<file path="config.mk">
export PLATFORM = sky130hd
export DESIGN_NAME = sdf_ctrl
export DESIGN_NICKNAME = d
export VERILOG_FILES = /design/src/design/sdf_ctrl_dummy_guard.sv /design/src/design/sdf_pkg.sv /design/src/design/sdf_ctrl.sv
export VERILOG_INCLUDE_DIRS = /design/src /design/src/design
export SDC_FILE = /design/constraint.sdc
export NUM_CORES = 1
export LEC_CHECK = 0
export BUFFER_PORTS_ARGS = -buffer_cell sky130_fd_sc_hd__buf_2
export CORE_ASPECT_RATIO = 1.4
export CORE_MARGIN = 2
export CORE_UTILIZATION = 52
export DETAILED_ROUTE_END_ITERATION = 10
export PLACE_DENSITY = 0.84
export SYNTH_ARGS = -nofsm -noshare
export SYNTH_HDL_FRONTEND = slang
export SYNTH_SLANG_ARGS = --single-unit
export TNS_END_PERCENT = 100
</file>
<file path="constraint.sdc">
create_clock -name clk_in -period 3.58 [get_ports clk_in]
set_input_delay 0.537 -clock clk_in [delete_from_list [all_inputs] [get_ports clk_in]]
set_output_delay 0.537 -clock clk_in [all_outputs]
set_load 0.03 [all_outputs]
</file>
<file path="src/design/sdf_consts.svh">
// Purpose: Offsets, field positions, reset values and counts of the
//          decimation filter controller.
// Assumes: 32-bit register port with 4-bit byte address.
// Notes:   Included by its bare name.
`ifndef SDF_CONSTS_SVH
`define SDF_CONSTS_SVH

`define SDF_MODE_OFS       4'h0
`define SDF_STATUS_OFS     4'h4
`define SDF_RESULT_OFS     4'h8

`define SDF_RATE_LSB       0
`define SDF_RATE_MSB       9
`define SDF_NOTCH_BIT      10
`define SDF_ZL_BIT         11
`define SDF_ORDER3_BIT     12
`define SDF_CHOP_BIT       13
`define SDF_SEQ_BIT        14

`define SDF_RATE_RST       10'h060
`define SDF_RATE_MIN       10'h001
`define SDF_BASE_LOW       10'h3FF
`define SDF_ORDER3_LAST    2'h2
`define SDF_ORDER4_LAST    2'h3

`endif

</file>
<file path="src/design/sdf_ctrl_dummy_guard.sv">
`timescale 1ns/10ps
`default_nettype none
`default_nettype wire

</file>
<file path="src/design/sdf_pkg.sv">
// Purpose: Types of the decimation filter controller.
// Assumes: Constants live in sdf_consts.svh.
// Notes:   Nothing here is imported; users write sdf_pkg::name.
`default_nettype none
package sdf_pkg;

    typedef enum logic [1:0] {
        SDF_RESET  = 2'b00,
        SDF_SETTLE = 2'b01,
        SDF_RUN    = 2'b11
    } sdf_fsm_t;

    typedef struct packed {
        logic [9:0] rate;
        logic       notch;
        logic       zl;
        logic       order3;
        logic       chop;
        logic       seq;
    } sdf_mode_t;

    typedef struct packed {
        sdf_mode_t   mode;
        sdf_fsm_t    fsm;
        logic [19:0] tick;
        logic [1:0]  sub;
        logic        pol;
        logic [23:0] prev;
        logic [23:0] result;
        logic        valid;
        logic [31:0] rdata;
    } sdf_state_t;

endpackage

`default_nettype wire

</file>
<file path="src/design/sdf_ctrl.sv">
// Purpose: Decimation filter controller: output timing, settling, chop.
// Assumes: mclk_tick_in pulses once per modulator master clock cycle;
//          filt_data_in holds the sinc output at every filter boundary.
// Notes:   ce_in low freezes all state, register accesses included; the result strobe drops.
//
// Overview of operation
// - Mode bit set selects the third-order sinc instead of fourth-order.
// - Plain mode: one output per 1024 times divider clocks, divider 1-1023.
// - Channel change resets modulator; first result after three periods for third-order, four for fourth-order.
// - Single channel step: keep converting, settled three or four later.
// - Mode bit 11 written as one enables zero latency.
// - Zero latency gives every conversion full settling, constant time.
// - Enabled channel sequencer forces zero latency operation.
// - Third-order zero latency outputs once per three times 1024 divider.
// - Zero latency: an asynchronous step gives one unsettled result only.
// - Sixty hertz notch bit with divider 96 gives 50 and 60 Hz notches.
// - Chop alternates polarity, one settled conversion each, averages.
// - Chop fourth-order outputs once per four times 1024 divider clocks.
// - Chop fourth-order settles in two periods; first result withheld.
// - Chop step: settled two conversions later, or three mid-conversion.
// - Reset selects fourth-order filter with chop disabled.
//
// Decided for this implementation: the address-and-strobe port and the placing of the registers.
`timescale 1ns/10ps
`include "sdf_consts.svh"
`default_nettype none

module sdf_ctrl (
    input  wire logic        clk_in,
    input  wire logic        rst_b_in,
    input  wire logic        ce_in,
    input  wire logic [3:0]  addr_in,
    input  wire logic [31:0] wdata_in,
    input  wire logic        wr_in,
    input  wire logic        rd_in,
    output logic      [31:0] rdata_out,
    input  wire logic        mclk_tick_in,
    input  wire logic        chan_change_in,
    input  wire logic [23:0] filt_data_in,
    output logic             mod_reset_out,
    output logic             chop_swap_out,
    output logic             third_order_filter_select_out,
    output logic             sixty_hz_notch_enable_out,
    output logic      [9:0]  rate_divider_word_out,
    output logic      [23:0] result_data_out,
    output logic             result_valid_out
);

    sdf_pkg::sdf_state_t s;
    sdf_pkg::sdf_state_t next_s;

    logic        zl_eff;
    logic [1:0]  order_last;
    logic        boundary;
    logic        phase_end;
    logic [24:0] samp_ext;
    logic [24:0] samp_pol;
    logic [24:0] avg_sum;
    logic [9:0]  wr_rate;
    logic [9:0]  rate_m1;

    // The sequencer overrides the zero latency bit.
    assign zl_eff = s.mode.zl | s.mode.seq;

    assign order_last = s.mode.order3 ? `SDF_ORDER3_LAST
                                      : `SDF_ORDER4_LAST;

    // A filter boundary falls every 1024 times divider master clocks; the
    // tick count compares against divider minus one and ten ones, which
    // avoids a multiplier. The divider is never zero, so this cannot wrap.
    assign rate_m1   = s.mode.rate - 10'h001;
    assign boundary  = mclk_tick_in
                       && (s.tick == {rate_m1, `SDF_BASE_LOW});
    assign phase_end = boundary && (s.sub == order_last);

    assign samp_ext = {filt_data_in[23], filt_data_in};
    // In the swapped phase the input is inverted, so negating realigns it.
    assign samp_pol = s.pol ? (25'h000_0000 - samp_ext) : samp_ext;
    assign avg_sum  = {s.prev[23], s.prev} + samp_pol;

    // A divider of zero is out of range and is taken as one.
    assign wr_rate = (wdata_in[`SDF_RATE_MSB:`SDF_RATE_LSB] == 10'h000)
                     ? `SDF_RATE_MIN
                     : wdata_in[`SDF_RATE_MSB:`SDF_RATE_LSB];

    always_comb begin
        next_s       = s;
        next_s.valid = 1'b0;
        if (ce_in) begin
            if (rd_in) begin
                case (addr_in)
                    `SDF_MODE_OFS: begin
                        next_s.rdata = {17'h0_0000,
                                        s.mode.seq, s.mode.chop,
                                        s.mode.order3, s.mode.zl,
                                        s.mode.notch, s.mode.rate};
                    end
                    `SDF_STATUS_OFS: begin
                        next_s.rdata = {24'h00_0000, 2'h0, s.sub,
                                        zl_eff, s.pol, s.fsm};
                    end
                    `SDF_RESULT_OFS: begin
                        next_s.rdata = {8'h00, s.result};
                    end
                    default: begin
                        next_s.rdata = 32'h0000_0000;
                    end
                endcase
            end

            case (s.fsm)
                sdf_pkg::SDF_RESET: begin
                    // Modulator and filter held in reset for this cycle.
                    next_s.fsm  = sdf_pkg::SDF_SETTLE;
                    next_s.tick = 20'h0_0000;
                    next_s.sub  = 2'h0;
                    next_s.pol  = 1'b0;
                end
                sdf_pkg::SDF_SETTLE, sdf_pkg::SDF_RUN: begin
                    if (mclk_tick_in) begin
                        next_s.tick = s.tick + 20'h0_0001;
                    end
                    if (boundary) begin
                        next_s.tick = 20'h0_0000;
                        next_s.sub  = phase_end ? 2'h0
                                                : s.sub + 2'h1;
                    end
                    if (s.mode.chop) begin
                        // Each polarity gets a full settling of the sinc,
                        // so an output comes every order boundaries.
                        if (phase_end) begin
                            next_s.pol  = ~s.pol;
                            next_s.prev = samp_pol[23:0];
                            if (s.fsm == sdf_pkg::SDF_RUN) begin
                                next_s.result = avg_sum[24:1];
                                next_s.valid  = 1'b1;
                            end else begin
                                // First phase after reset is withheld.
                                next_s.fsm = sdf_pkg::SDF_RUN;
                            end
                        end
                    end else if (zl_eff) begin
                        // Every output is a fully settled conversion, so
                        // the rate is divided by the filter order.
                        if (phase_end) begin
                            next_s.result = filt_data_in;
                            next_s.valid  = 1'b1;
                            next_s.fsm    = sdf_pkg::SDF_RUN;
                        end
                    end else if (s.fsm == sdf_pkg::SDF_RUN) begin
                        // Once settled, each boundary is an output; a step
                        // shows only through the filter history.
                        if (boundary) begin
                            next_s.result = filt_data_in;
                            next_s.valid  = 1'b1;
                        end
                    end else if (phase_end) begin
                        next_s.result = filt_data_in;
                        next_s.valid  = 1'b1;
                        next_s.fsm    = sdf_pkg::SDF_RUN;
                    end
                end
                default: begin
                    next_s.fsm = sdf_pkg::SDF_RESET;
                end
            endcase

            // A mode change invalidates the filter history just as a
            // channel change does, so both restart the settling.
            if (wr_in && (addr_in == `SDF_MODE_OFS)) begin
                next_s.mode.rate   = wr_rate;
                next_s.mode.notch  = wdata_in[`SDF_NOTCH_BIT];
                next_s.mode.zl     = wdata_in[`SDF_ZL_BIT];
                next_s.mode.order3 = wdata_in[`SDF_ORDER3_BIT];
                next_s.mode.chop   = wdata_in[`SDF_CHOP_BIT];
                next_s.mode.seq    = wdata_in[`SDF_SEQ_BIT];
            end
            // A result finishing in the restart cycle belongs to the old
            // settings or channel, so it is dropped and the data kept.
            if ((wr_in && (addr_in == `SDF_MODE_OFS)) || chan_change_in) begin
                next_s.fsm    = sdf_pkg::SDF_RESET;
                next_s.result = s.result;
                next_s.valid  = 1'b0;
            end
        end
    end

    always_ff @(posedge clk_in or negedge rst_b_in) begin
        if (!rst_b_in) begin
            s.mode.rate   <= `SDF_RATE_RST;
            s.mode.notch  <= 1'b0;
            s.mode.zl     <= 1'b0;
            s.mode.order3 <= 1'b0;
            s.mode.chop   <= 1'b0;
            s.mode.seq    <= 1'b0;
            s.fsm         <= sdf_pkg::SDF_RESET;
            s.tick        <= 20'h0_0000;
            s.sub         <= 2'h0;
            s.pol         <= 1'b0;
            s.prev        <= 24'h00_0000;
            s.result      <= 24'h00_0000;
            s.valid       <= 1'b0;
            s.rdata       <= 32'h0000_0000;
        end else begin
            s <= next_s;
        end
    end

    assign rdata_out                     = s.rdata;
    assign mod_reset_out                 = (s.fsm == sdf_pkg::SDF_RESET);
    assign chop_swap_out                 = s.pol;
    assign third_order_filter_select_out = s.mode.order3;
    assign sixty_hz_notch_enable_out     = s.mode.notch;
    assign rate_divider_word_out         = s.mode.rate;
    assign result_data_out               = s.result;
    assign result_valid_out              = s.valid;

endmodule // sdf_ctrl

`default_nettype wire

</file>
==> results of run 1 <==
## how the worst max path moves through the flow
stage | endpoint | slack [ps] | start
finish | result_data_out[23] | -460 | filt_data_in[1]
detailed placement | result_data_out[23] | -930 | filt_data_in[1]
floorplan | result_data_out[23] | -440 | filt_data_in[1]
CTS | result_data_out[23] | -310 | filt_data_in[1]
global route | result_data_out[23] | -680 | filt_data_in[1]
global placement | result_data_out[23] | -740 | filt_data_in[1]
## sequential cells by signal, indices dropped and copies added (netlist names)
register,cells
chop_swap_out,1
rate_divider_word_out,10
rdata_out,24
result_data_out,24
result_valid_out,1
s,51
sixty_hz_notch_enable_out,1
third_order_filter_select_out,1
## area by class of cell
| type | instances | area (sq um) | area share |
|---|---|---|---|
| Timing Repair Buffer | 229 | 1489 | 0.1526 |
| Clock inverter | 15 | 137.6 | 0.01410 |
| Multi-Input combinational cell | 620 | 4573 | 0.4686 |
| Sequential cell | 113 | 2830 | 0.2900 |
| Inverter | 18 | 67.56 | 0.006923 |
| Clock buffer | 17 | 425.4 | 0.04359 |
| Tap cell | 189 | 236.5 | 0.02423 |
## kinds of logic after synthesis
kind of cell,count (synthesis),synth area share
compound gates,204,0.1660
buf+inv,117,0.09354
simple gates,270,0.1771
xor+xnor,71,0.08128
fa+ha+maj,28,0.04677
mux,39,0.06492
flops,113,0.3699
other cells,1,0.0004901
## metrics by stage
stage,cell area [sq um],setup WS (ps)
final,9759,-456.0
after global routing,9759,-679.3
after CTS,9473,-305.5
after detailed placement,8573,-930.6
after global placement,8573,-741.0
after floorplan,7729,-443.5
## power groups by stage
stage / combinational, mW / clock [mW] / sequential [mW]
2_1_floorplan: 0.399 / 0 / 1.39
3_3_place_gp: 0.553 / 0 / 1.43
3_5_place_dp: 0.566 / 0 / 1.43
4_1_cts: 0.590 / 1.62 / 1.41
5_1_grt: 0.660 / 1.69 / 1.42
6_report: 0.620 / 1.63 / 1.41
## timing repair
item	4_1_cts	5_1_grt
gates resized for setup	43	38
gates cloned	0	0
pin swaps	39	29
setup endpoints to repair	9	15
buffers inserted	16	14
## cells in the mapped netlist, drive strengths merged (2+ instances only)
master	n
or2	5
a21o	8
or4	5
dfstp	2
o22ai	5
dfrtp	111
and2	6
o41ai	5
nand4	12
ha	27
a22o	3
inv	18
o21a	5
a222oi	6
nor2	60
o31ai	8
nor4b	4
nor3b	4
a21oi	56
xor2	21
o21bai	2
and4bb	2
o21ai	61
a31oi	12
nand2	93
or4b	2
a22oi	9
a211oi	3
nor2b	3
o22a	5
a2111oi	3
nand2b	9
or3	6
mux2i	2
nor3	12
nand3	25
mux2	37
clkbuf	22
xnor2	50
buf	77
nor4	8
and3	10
a211o	2
## metal layers
metal | vias up | wire length (microns)
li1 | 3270 | -
met4 | 0 | 1517
met1 | 3542 | 8775
met2 | 420 | 12200
met3 | 134 | 1633
met5 | - | 0
==> results.md, run 1 <==
* Status: complete, but fails checks
* Failing checks: setup timing
* CP max stage cell: o41ai_4
* Hold buffers post-CTS at 0
* Reg2reg path depth at 14
* Avg WL per Cell at 20.09 microns
* Post-synth EDFFs at 0
* GR Util met3 at 0.05247
* Final GP Congestion at 0.9421
* Final Cycle Share at 1.127
* Post-synth top flop: dfrtp_1
* Pint at 2.530 mW
* Clock Tree Buf Depth at 2
* Final Hold Slack at 149.5 ps
* Slew @ Worst Pin at 826.2 ps
* ANT cells at 0
* Global-route wire length before repair at 36110 microns
* Cell area power density at 375.0 nW/um^2
* Fin. max-slew vios at 0
* Port Buffers at 112
* Die width at 106.5 microns
* Crit-path leading delay family: simple AND/OR/NAND/NOR gates
* Mean area per synthesized cell at 9.076 sq um
* Peak VDD IR at 0.3122 mV
* Post-synth top area share at 0.3630
* Clock sinks at 113
* Core box area at 14440 sq um
* Max cap viols at 0
* M1 GR Usage at 0.3389
* Number of fill cells at 1018
* Setup_tns at -2787 ps
* Max stage delay on crit path at 410 ps
* Die height at 147.5 microns
* Worst r2r src: chop_swap_out
* Global Route met2 Usage at 0.5138
* WS Path Type: in2reg
* Gr busiest metal: met2
* Sw power at 1.130 mW
* Lkg Pwr at 4.654 nW
* Data arrival time of the critical path at 4360 ps
* DRT Pass-1 Iters at 6
* Final ANT Viol Nets at 0
* Area growth from synthesis to layout at 27.56%
* CP Capture Type: register
* Via/cell ratio at 6.133
* Skew final at 11.60 ps
* Worst-path fanout max at 3
* Fin cells at 1201
* Crit path depth at 18
* Share of post-route cells with drive strength above 1 at 0.3696
* R2r setup slk at 90 ps
* HP Class: in2async
* Sequential area share after synthesis at 0.3699
* Final hold vios at 0
* Post-layout nets at 1094
* CTS root buffer: clkbuf_16
* Initial antenna violation count at 0
* Critical-path cell list: buf_6 -> nor3_4 -> nand2_1 -> or3_4 -> or2_4 -> or3_4 -> or2_4 -> buf_6 -> o41ai_4 -> xnor2_2 -> ha_4 -> a21oi_2 -> nand2_1 -> o221ai_2 -> nor3_2 -> a2111oi_2 -> xnor2_1 -> o31ai_1
* Clock power frac at 0.445
* Clk slew on worst S/H paths at 60 ps
* Logic pwr share at 0.169
* Sw Ratio at 0.3088
* Async SR Flop Fraction at 1.000
* DRC at 0
* Mapped Cells at 843
* Final setup fails at 10
* Critical Path RT at 3910 ps
* Num CTS Buffers at 17
* Yosys warns at 0
* DR vias at 7366
* Highest-count cells in the layout ignoring fill and taps: dfrtp_1, buf_4, buf_2
* Largest net degree at the start of global routing at 69
* H-tree levels at 4
* Total gr overflow at 0
* Worst skew pair latency at 420 ps
* Yosys reg bits at 113
* PnR Total Power at 3.660 mW
* Reg-to-Reg End: result_data_out[23]
* Cell Area, Synth at 7651 sq um
* Final worst slack at -456.0 ps
* DR iter-0 viols at 805
* IO Count at 138
* Total GRT Usage at 0.2927
* Final Util at 0.6757
* Vias in the first global route at 7160
* Distinct cells, synth at 73
* Die ar. at 15710 sq um
* Placed wire-length estimate at 15830 microns
* Max Fclk at 247.8 MHz
* Initial Util at 0.5297
* CTS tree: done
* Placed cells at 1141
* Post-route minimum period at 4036 ps
* # rows at 52
* Slew headroom at 0.4492
* Routed WL at 24130 microns
* Worst Setup Start Kind: input port
* RSZ-0062 raised after global routing: true
* Cell taking the most area after synthesis: dfrtp_1
* Synth area leaders: dfrtp_1, buf_4, xnor2_1
* Flop pwr share at 0.386
* Buf/Inv on CP at 2
(Power assumes the default switching activity.)
==> run 2: changes to the inputs <==
--- a/config.mk
+++ b/config.mk
@@ -12,5 +12,5 @@
 export CORE_UTILIZATION = 52
 export DETAILED_ROUTE_END_ITERATION = 10
-export PLACE_DENSITY = 0.84
+export PLACE_DENSITY = 0.77
 export SYNTH_ARGS = -nofsm -noshare
 export SYNTH_HDL_FRONTEND = slang
==> constraint.sdc (replaced) <==
create_clock -name clk_in -period 3.58 [get_ports clk_in]
set_input_delay 0.358 -clock clk_in [delete_from_list [all_inputs] [get_ports clk_in]]
set_output_delay 0.358 -clock clk_in [all_outputs]
set_load 0.03 [all_outputs]
==> run 2 against run 1 <==
Against the previous run: non-clock buffer count decreased by 32; via count is 7.0% lower; highest routed layer unchanged; the flow still finishes with violations (setup timing); cell count down 2.7%; utilization fell by 2.8 points.
==> results.md, run 2 (synthesis results as in run 1) <==
* WS Path Type: in2reg
* Number of flip-flops in the largest register at 51 (unchanged)
* Port Buffers at 112 (unchanged)
* Highest-count cells in the layout ignoring fill and taps: dfrtp_1, buf_2, nand2_1
* Commonest non-fill, non-tap cell in the layout: dfrtp_1
* CP max stage cell: or3_4
* DR top layer: met4
* CTS tree: done
* Clock sinks at 113 (unchanged)
* Fin area at 9350 sq um (-4.2%)
* Area growth from synthesis to layout at 22.21%
* Crit-path leading delay family: simple AND/OR/NAND/NOR gates
* HP Class: in2async
* Max stage delay on crit path at 390 ps (-20 ps)
* ANT cells at 0 (unchanged)
* Total gr overflow at 0 (unchanged)
* Final worst slack at -227.2 ps (+228.7 ps)
* Sw Ratio at 0.2770 (-0.03178)
* Routed WL at 21650 microns (-10%)
* Reg-to-Reg End: result_data_out[23]
* DRT Pass-1 Iters at 6 (unchanged)
* # rows at 52 (unchanged)
* Num CTS Buffers at 17 (unchanged)
* Fin cells at 1169 (-2.7%)
* Detail Route met3 WL at 1294 microns (-21%)
* Die width at 106.5 microns (unchanged)
* Worst skew pair latency at 420 ps (about the same)
* RSZ-0062 raised after global routing: true
* Clk slew on worst S/H paths at 50 ps (about the same)
* R2r setup slk at 60 ps (-30 ps)
* Max Fclk at 262.7 MHz (+6.0%)
* Fin. max-slew vios at 0 (unchanged)
* Total GRT Usage at 0.2687 (-0.02404)
* Initial Util at 0.5297 (unchanged)
* Placed cells at 1130 (-0.96%)
* Via/cell ratio at 5.858 (-4.5%)
* PnR Total Power at 3.729 mW (+1.9%)
* Routed length on met2 at 11140 microns (-8.7%)
* Clock power frac at 0.467 (+0.022)
* Post-route minimum period at 3807 ps (-228.7 ps)
* Max cap viols at 0 (unchanged)
* H-tree levels at 4 (unchanged)
* Share of post-route cells with drive strength above 1 at 0.3204 (-0.04916)
* Placed wire-length estimate at 15450 microns (-2.4%)
* Core box area at 14440 sq um (unchanged)
* Hold buffers post-CTS at 0 (unchanged)
* Post-layout nets at 1062 (-2.9%)
* Die height at 147.5 microns (unchanged)
* Critical-path cell list: buf_8 -> nor3_4 -> nand2_1 -> or3_4 -> or2_4 -> or3_4 -> or2_4 -> o21ai_4 -> xnor2_2 -> ha_1 -> a21o_1 -> a21o_1 -> a21oi_2 -> nand2_1 -> o221ai_2 -> nor3_2 -> a2111oi_2 -> xnor2_1 -> o31ai_1
* Setup_tns at -243.8 ps (+2543 ps)
* Final Hold Slack at 118.8 ps (-30.68 ps)
* CP Capture Type: register
* Metal-1 WL at 8242 microns (-6.1%)
* Flop pwr share at 0.379 (-0.007)
* DRC at 0 (unchanged)
* Worst r2r src: chop_swap_out
* Slew @ Worst Pin at 1055 ps (+229.0 ps)
* Logic pwr share at 0.153 (-0.016)
* Place WS at -632.8 ps (+297.7 ps)
* Cell area power density at 398.8 nW/um^2 (+6.3%)
* Failing checks: setup timing
* IO Count at 138 (unchanged)
* Final Util at 0.6473 (-0.02833)
* Dpl cell area at 8453 sq um (-1.4%)
* Largest Register: s
* Final GP Congestion at 0.9107 (-3.3%)
* Worst-path fanout max at 3 (unchanged)
* Final hold vios at 0 (unchanged)
* Die ar. at 15710 sq um (unchanged)
* Vias in the first global route at 6653 (-7.1%)
* Slew headroom at 0.2965 (-0.1527)
* Worst Setup Start Kind: input port
* Final setup fails at 2 (-8)
* Critical Path RT at 3890 ps (-20 ps)
* Peak VDD IR at 0.2488 mV (-20%)
* Lkg Pwr at 4.471 nW (-3.9%)
* Status: complete, but fails checks
* Buf/Inv on CP at 1 (-1)
* Pint at 2.696 mW (+6.6%)
* Initial antenna violation count at 0 (unchanged)
* Global-route wire length before repair at 33090 microns (-8.4%)
* DR iter-0 viols at 541 (-33%)
* Reg2reg path depth at 12 (-2)
* Final ANT Viol Nets at 0 (unchanged)
* Avg WL per Cell at 18.52 microns (-7.8%)
* Largest net degree at the start of global routing at 82 (+19%)
* Data arrival time of the critical path at 4120 ps (-240 ps)
* CTS root buffer: clkbuf_16
* Clock Tree Buf Depth at 2 (unchanged)
* DR vias at 6848 (-7.0%)
* Sw power at 1.033 mW (-8.6%)
* Final Cycle Share at 1.063 (-0.06390)
* Skew final at 11.91 ps (+0.3159 ps)
## run 2: cell count changes in the layout (fill, tap and decap cells not counted), moves of 3 or more
cell,before,now
xnor2_1,43,48
ha_1,24,27
a21oi_2,10,3
xnor2_2,7,2
a21oi_1,46,53
clkbuf_8,0,3
nand2_1,89,92
inv_6,3,0
buf_6,8,2
buf_4,111,85
clkinv_4,5,2
## run 2: power by group through the flow
stage | logic [mW] | registers (mW) | clock network (mW)
finish | 0.571 | 1.41 | 1.74
global route | 0.615 | 1.42 | 1.82
CTS | 0.555 | 1.41 | 1.76
detailed placement | 0.549 | 1.43 | 0
global placement | 0.537 | 1.43 | 0
floorplan | 0.399 | 1.39 | 0
## run 2: worst max path at each step
stage / slack [ps] / endpoint / cells past startpoint / start
2_1_floorplan: -280 / result_data_out[23] / 18 / filt_data_in[1]
3_3_place_gp: -570 / result_data_out[23] / 19 / filt_data_in[1]
3_5_place_dp: -630 / result_data_out[23] / 19 / filt_data_in[1]
4_1_cts: -150 / result_data_out[23] / 19 / filt_data_in[1]
5_1_grt: -380 / result_data_out[23] / 19 / filt_data_in[4]
6_report: -230 / result_data_out[23] / 19 / filt_data_in[4]
## run 2: layout make-up
type | count | area [sq um]
Fill cell | 1169 | 5094
Multi-Input combinational cell | 620 | 4385
Sequential cell | 113 | 2830
Timing Repair Buffer | 197 | 1221
Clock buffer | 22 | 474.2
Tap cell | 189 | 236.5
Clock inverter | 10 | 135.1
Inverter | 18 | 67.56
## run 2: what timing repair did
action / CTS / global route
gates resized for setup: 5 / 43
pin swaps: 1 / 32
setup endpoints to repair: 5 / 7
buffers inserted: 0 / 8
## run 2: per-layer routing
metal  GRT usage  vias to the layer above
met5           0                        -
met4      0.1273                        0
met3     0.05600                       79
met2      0.4692                      294
met1      0.3135                     3283
li1            -                     3192
==> run 3: changes to the inputs <==
CORE_UTILIZATION = 30   (was 52)
MAX_ROUTING_LAYER = met4   (was default)
PLACE_DENSITY = 0.49   (was 0.77)
==> run 3 against run 2 <==
Against the previous run: the flow still finishes with violations (setup timing); critical path type unchanged; highest routed layer unchanged; cell area increased by 5.1%; critical path depth unchanged; first-iteration DRC count is 41% lower; non-clock buffer count rose by 22.
==> results.md, run 3 (synthesis results as in run 1) <==
* Num CTS Buffers at 17 (unchanged)
* Clk slew on worst S/H paths at 50 ps (about the same)
* ANT cells at 0 (unchanged)
* Max stage delay on crit path at 370 ps (-20 ps)
* Port Buffers at 112 (unchanged)
* Post-layout nets at 1084 (+2.1%)
* Worst skew pair latency at 420 ps (about the same)
* Crit-path leading delay family: simple AND/OR/NAND/NOR gates
* Post-route minimum period at 3609 ps (-198.5 ps)
* Clock Tree Buf Depth at 2 (unchanged)
* Final worst slack at -28.72 ps (+198.5 ps)
* Routed length on met2 at 12750 microns (+14%)
* Final ANT Viol Nets at 0 (unchanged)
* DRC at 0 (unchanged)
* DR top layer: met4
* Failing checks: setup timing
* Via/cell ratio at 4.968 (-15%)
* Hold buffers post-CTS at 0 (unchanged)
* Data arrival time of the critical path at 3930 ps (-190 ps)
* Clock sinks at 113 (unchanged)
* H-tree levels at 4 (unchanged)
* Slew headroom at 0.4362 (+0.1396)
* DRT Pass-1 Iters at 7 (+1)
* Cell area power density at 383.1 nW/um^2 (-3.9%)
* Core box area at 25210 sq um (+75%)
* Fin. max-slew vios at 0 (unchanged)
* IO Count at 138 (unchanged)
* Commonest non-fill, non-tap cell in the layout: dfrtp_1
* Die height at 193.0 microns (+31%)
* Buf/Inv on CP at 1 (unchanged)
* Highest-count cells in the layout ignoring fill and taps: dfrtp_1, buf_2, buf_4
* Total gr overflow at 0 (unchanged)
* CTS tree: done
* Final setup fails at 1 (-1)
* Placed wire-length estimate at 17990 microns (+16%)
* # rows at 69 (+33%)
* CTS root buffer: clkbuf_16
* Critical Path RT at 3900 ps (about the same)
* Routed WL at 23610 microns (+9.0%)
* Peak VDD IR at 0.3041 mV (+22%)
* DR vias at 6563 (-4.2%)
* Avg WL per Cell at 17.87 microns (-3.5%)
* Pint at 2.673 mW (-0.84%)
* Skew final at 10.12 ps (-1.793 ps)
* Area growth from synthesis to layout at 28.42%
* Slew @ Worst Pin at 845.7 ps (-209.5 ps)
* HP Class: in2async
* Worst Setup Start Kind: input port
* CP Capture Type: register
* Initial Util at 0.3035 (-0.2262)
* Share of post-route cells with drive strength above 1 at 0.3493 (+0.02889)
* Largest Register: s
* Number of flip-flops in the largest register at 51 (unchanged)
* Status: complete, but fails checks
* Place WS at -706.2 ps (-73.39 ps)
* Setup_tns at -28.72 ps (+215.1 ps)
* Lkg Pwr at 4.590 nW (+2.7%)
* RSZ-0062 raised after global routing: true
* DR iter-0 viols at 317 (-41%)
* Die ar. at 26820 sq um (+71%)
* WS Path Type: in2reg
* Die width at 139.0 microns (+30%)
* Final Cycle Share at 1.008 (-0.05544)
* Max cap viols at 0 (unchanged)
* Placed cells at 1279 (+13%)
* Detail Route met3 WL at 568 microns (-56%)
* Flop pwr share at 0.376 (-0.003)
* Sw Ratio at 0.2899 (+0.01286)
* CP max stage cell: or3_4
* Largest net degree at the start of global routing at 57 (-30%)
* Total GRT Usage at 0.1798 (-0.08891)
* Final Util at 0.3898 (-0.2576)
* Final hold vios at 0 (unchanged)
* Logic pwr share at 0.159 (+0.006)
* Sw power at 1.091 mW (+5.6%)
* Clock power frac at 0.465 (-0.002)
* Fin cells at 1321 (+13%)
* Critical-path cell list: buf_6 -> nor3_4 -> nand2_1 -> or3_4 -> or2_4 -> or3_4 -> or2_4 -> o21ai_4 -> xnor2_2 -> ha_1 -> a21o_1 -> a21o_1 -> a21oi_4 -> nand2_2 -> o221ai_2 -> nor3_2 -> a2111oi_4 -> xnor2_1 -> o31ai_1
* Global-route wire length before repair at 36480 microns (+10%)
* Metal-1 WL at 10020 microns (+22%)
* Initial antenna violation count at 0 (unchanged)
* Vias in the first global route at 6500 (-2.3%)
* Final GP Congestion at 0.8298 (-8.9%)
* Max Fclk at 277.1 MHz (+5.5%)
* Worst-path fanout max at 3 (unchanged)
==> run 3: cell types whose count changed in the layout (fill, tap and decap cells not counted), moves of 3 or more <==
cell | before | now
buf_12 | 0 | 3
buf_4 | 85 | 100
buf_6 | 2 | 7
clkinvlp_4 | 1 | 4
==> run 3: final timing paths <==
kind	startpoint	cells past startpoint	slack [ps]	endpoint
min in group clk_in	wdata_in[10]	2	170	sixty_hz_notch_enable_out
max reg2reg	rate_divider_word_out[0]	10	240	s[60]
max	filt_data_in[1]	19	-30	result_data_out[23]
min reg2reg	rdata_out[0]	2	470	rdata_out[0]
min	rst_b_in	1	10	s[79]
max in group asynchronous	rst_b_in	2	2810	s[60]
==> run 3: through the flow <==
step | area [sq um] | power, mW | hold slack, ps
2_1_floorplan | 7704 | 1.792 | 62.41
3_3_place_gp | 8796 | 2.009 | 457.3
3_5_place_dp | 8796 | 2.012 | 465.1
4_1_cts | 9479 | 3.784 | 36.03
5_1_grt | 9826 | 3.929 | 66.34
6_report | 9826 | 3.765 | 11.24
==> run 3: cell type report <==
cell class                      count  area, sq um
Sequential cell                   113         2830
Multi-Input combinational cell    620         4484
Clock inverter                     13        161.4
Clock buffer                       19        442.9
Timing Repair Buffer              219         1435
Fill cell                        2527        15380
Inverter                           18        72.57
Tap cell                          319        399.1
==> run 3: power by group through the flow <==
stage	Combinational, mW	Sequential, mW	Clock [mW]
2_1_floorplan	0.399	1.39	0
3_3_place_gp	0.573	1.44	0
3_5_place_dp	0.575	1.44	0
4_1_cts	0.582	1.41	1.79
5_1_grt	0.652	1.42	1.86
6_report	0.598	1.41	1.75
==> run 3: repair_timing <==
item | 4_1_cts | 5_1_grt
pin swaps | 10 | 41
hold endpoints to repair | 0 | 0
cloned | 0 | 0
buffers inserted | 3 | 9
gates resized for setup | 14 | 59
setup endpoints to repair | 5 | 22
==> run 3: per-layer routing <==
| layer | global-route usage | vias up |
|---|---|---|
| li1 | - | 3248 |
| met5 | - | - |
| met2 | 0.3274 | 112 |
| met4 | 0.04779 | 0 |
| met1 | 0.2083 | 3184 |
| met3 | 0.02569 | 19 |
==> run 3: worst reg2reg max path: stages (launching register included) <==
cell and delay, ps:
dfrtp_1 480, inv_1 100, ha_1 260, o21ba_2 210
a221oi_1 360, o32ai_1 250, nor4_4 470, and2_2 310
nand4_4 110, buf_4 290, mux2_4 390
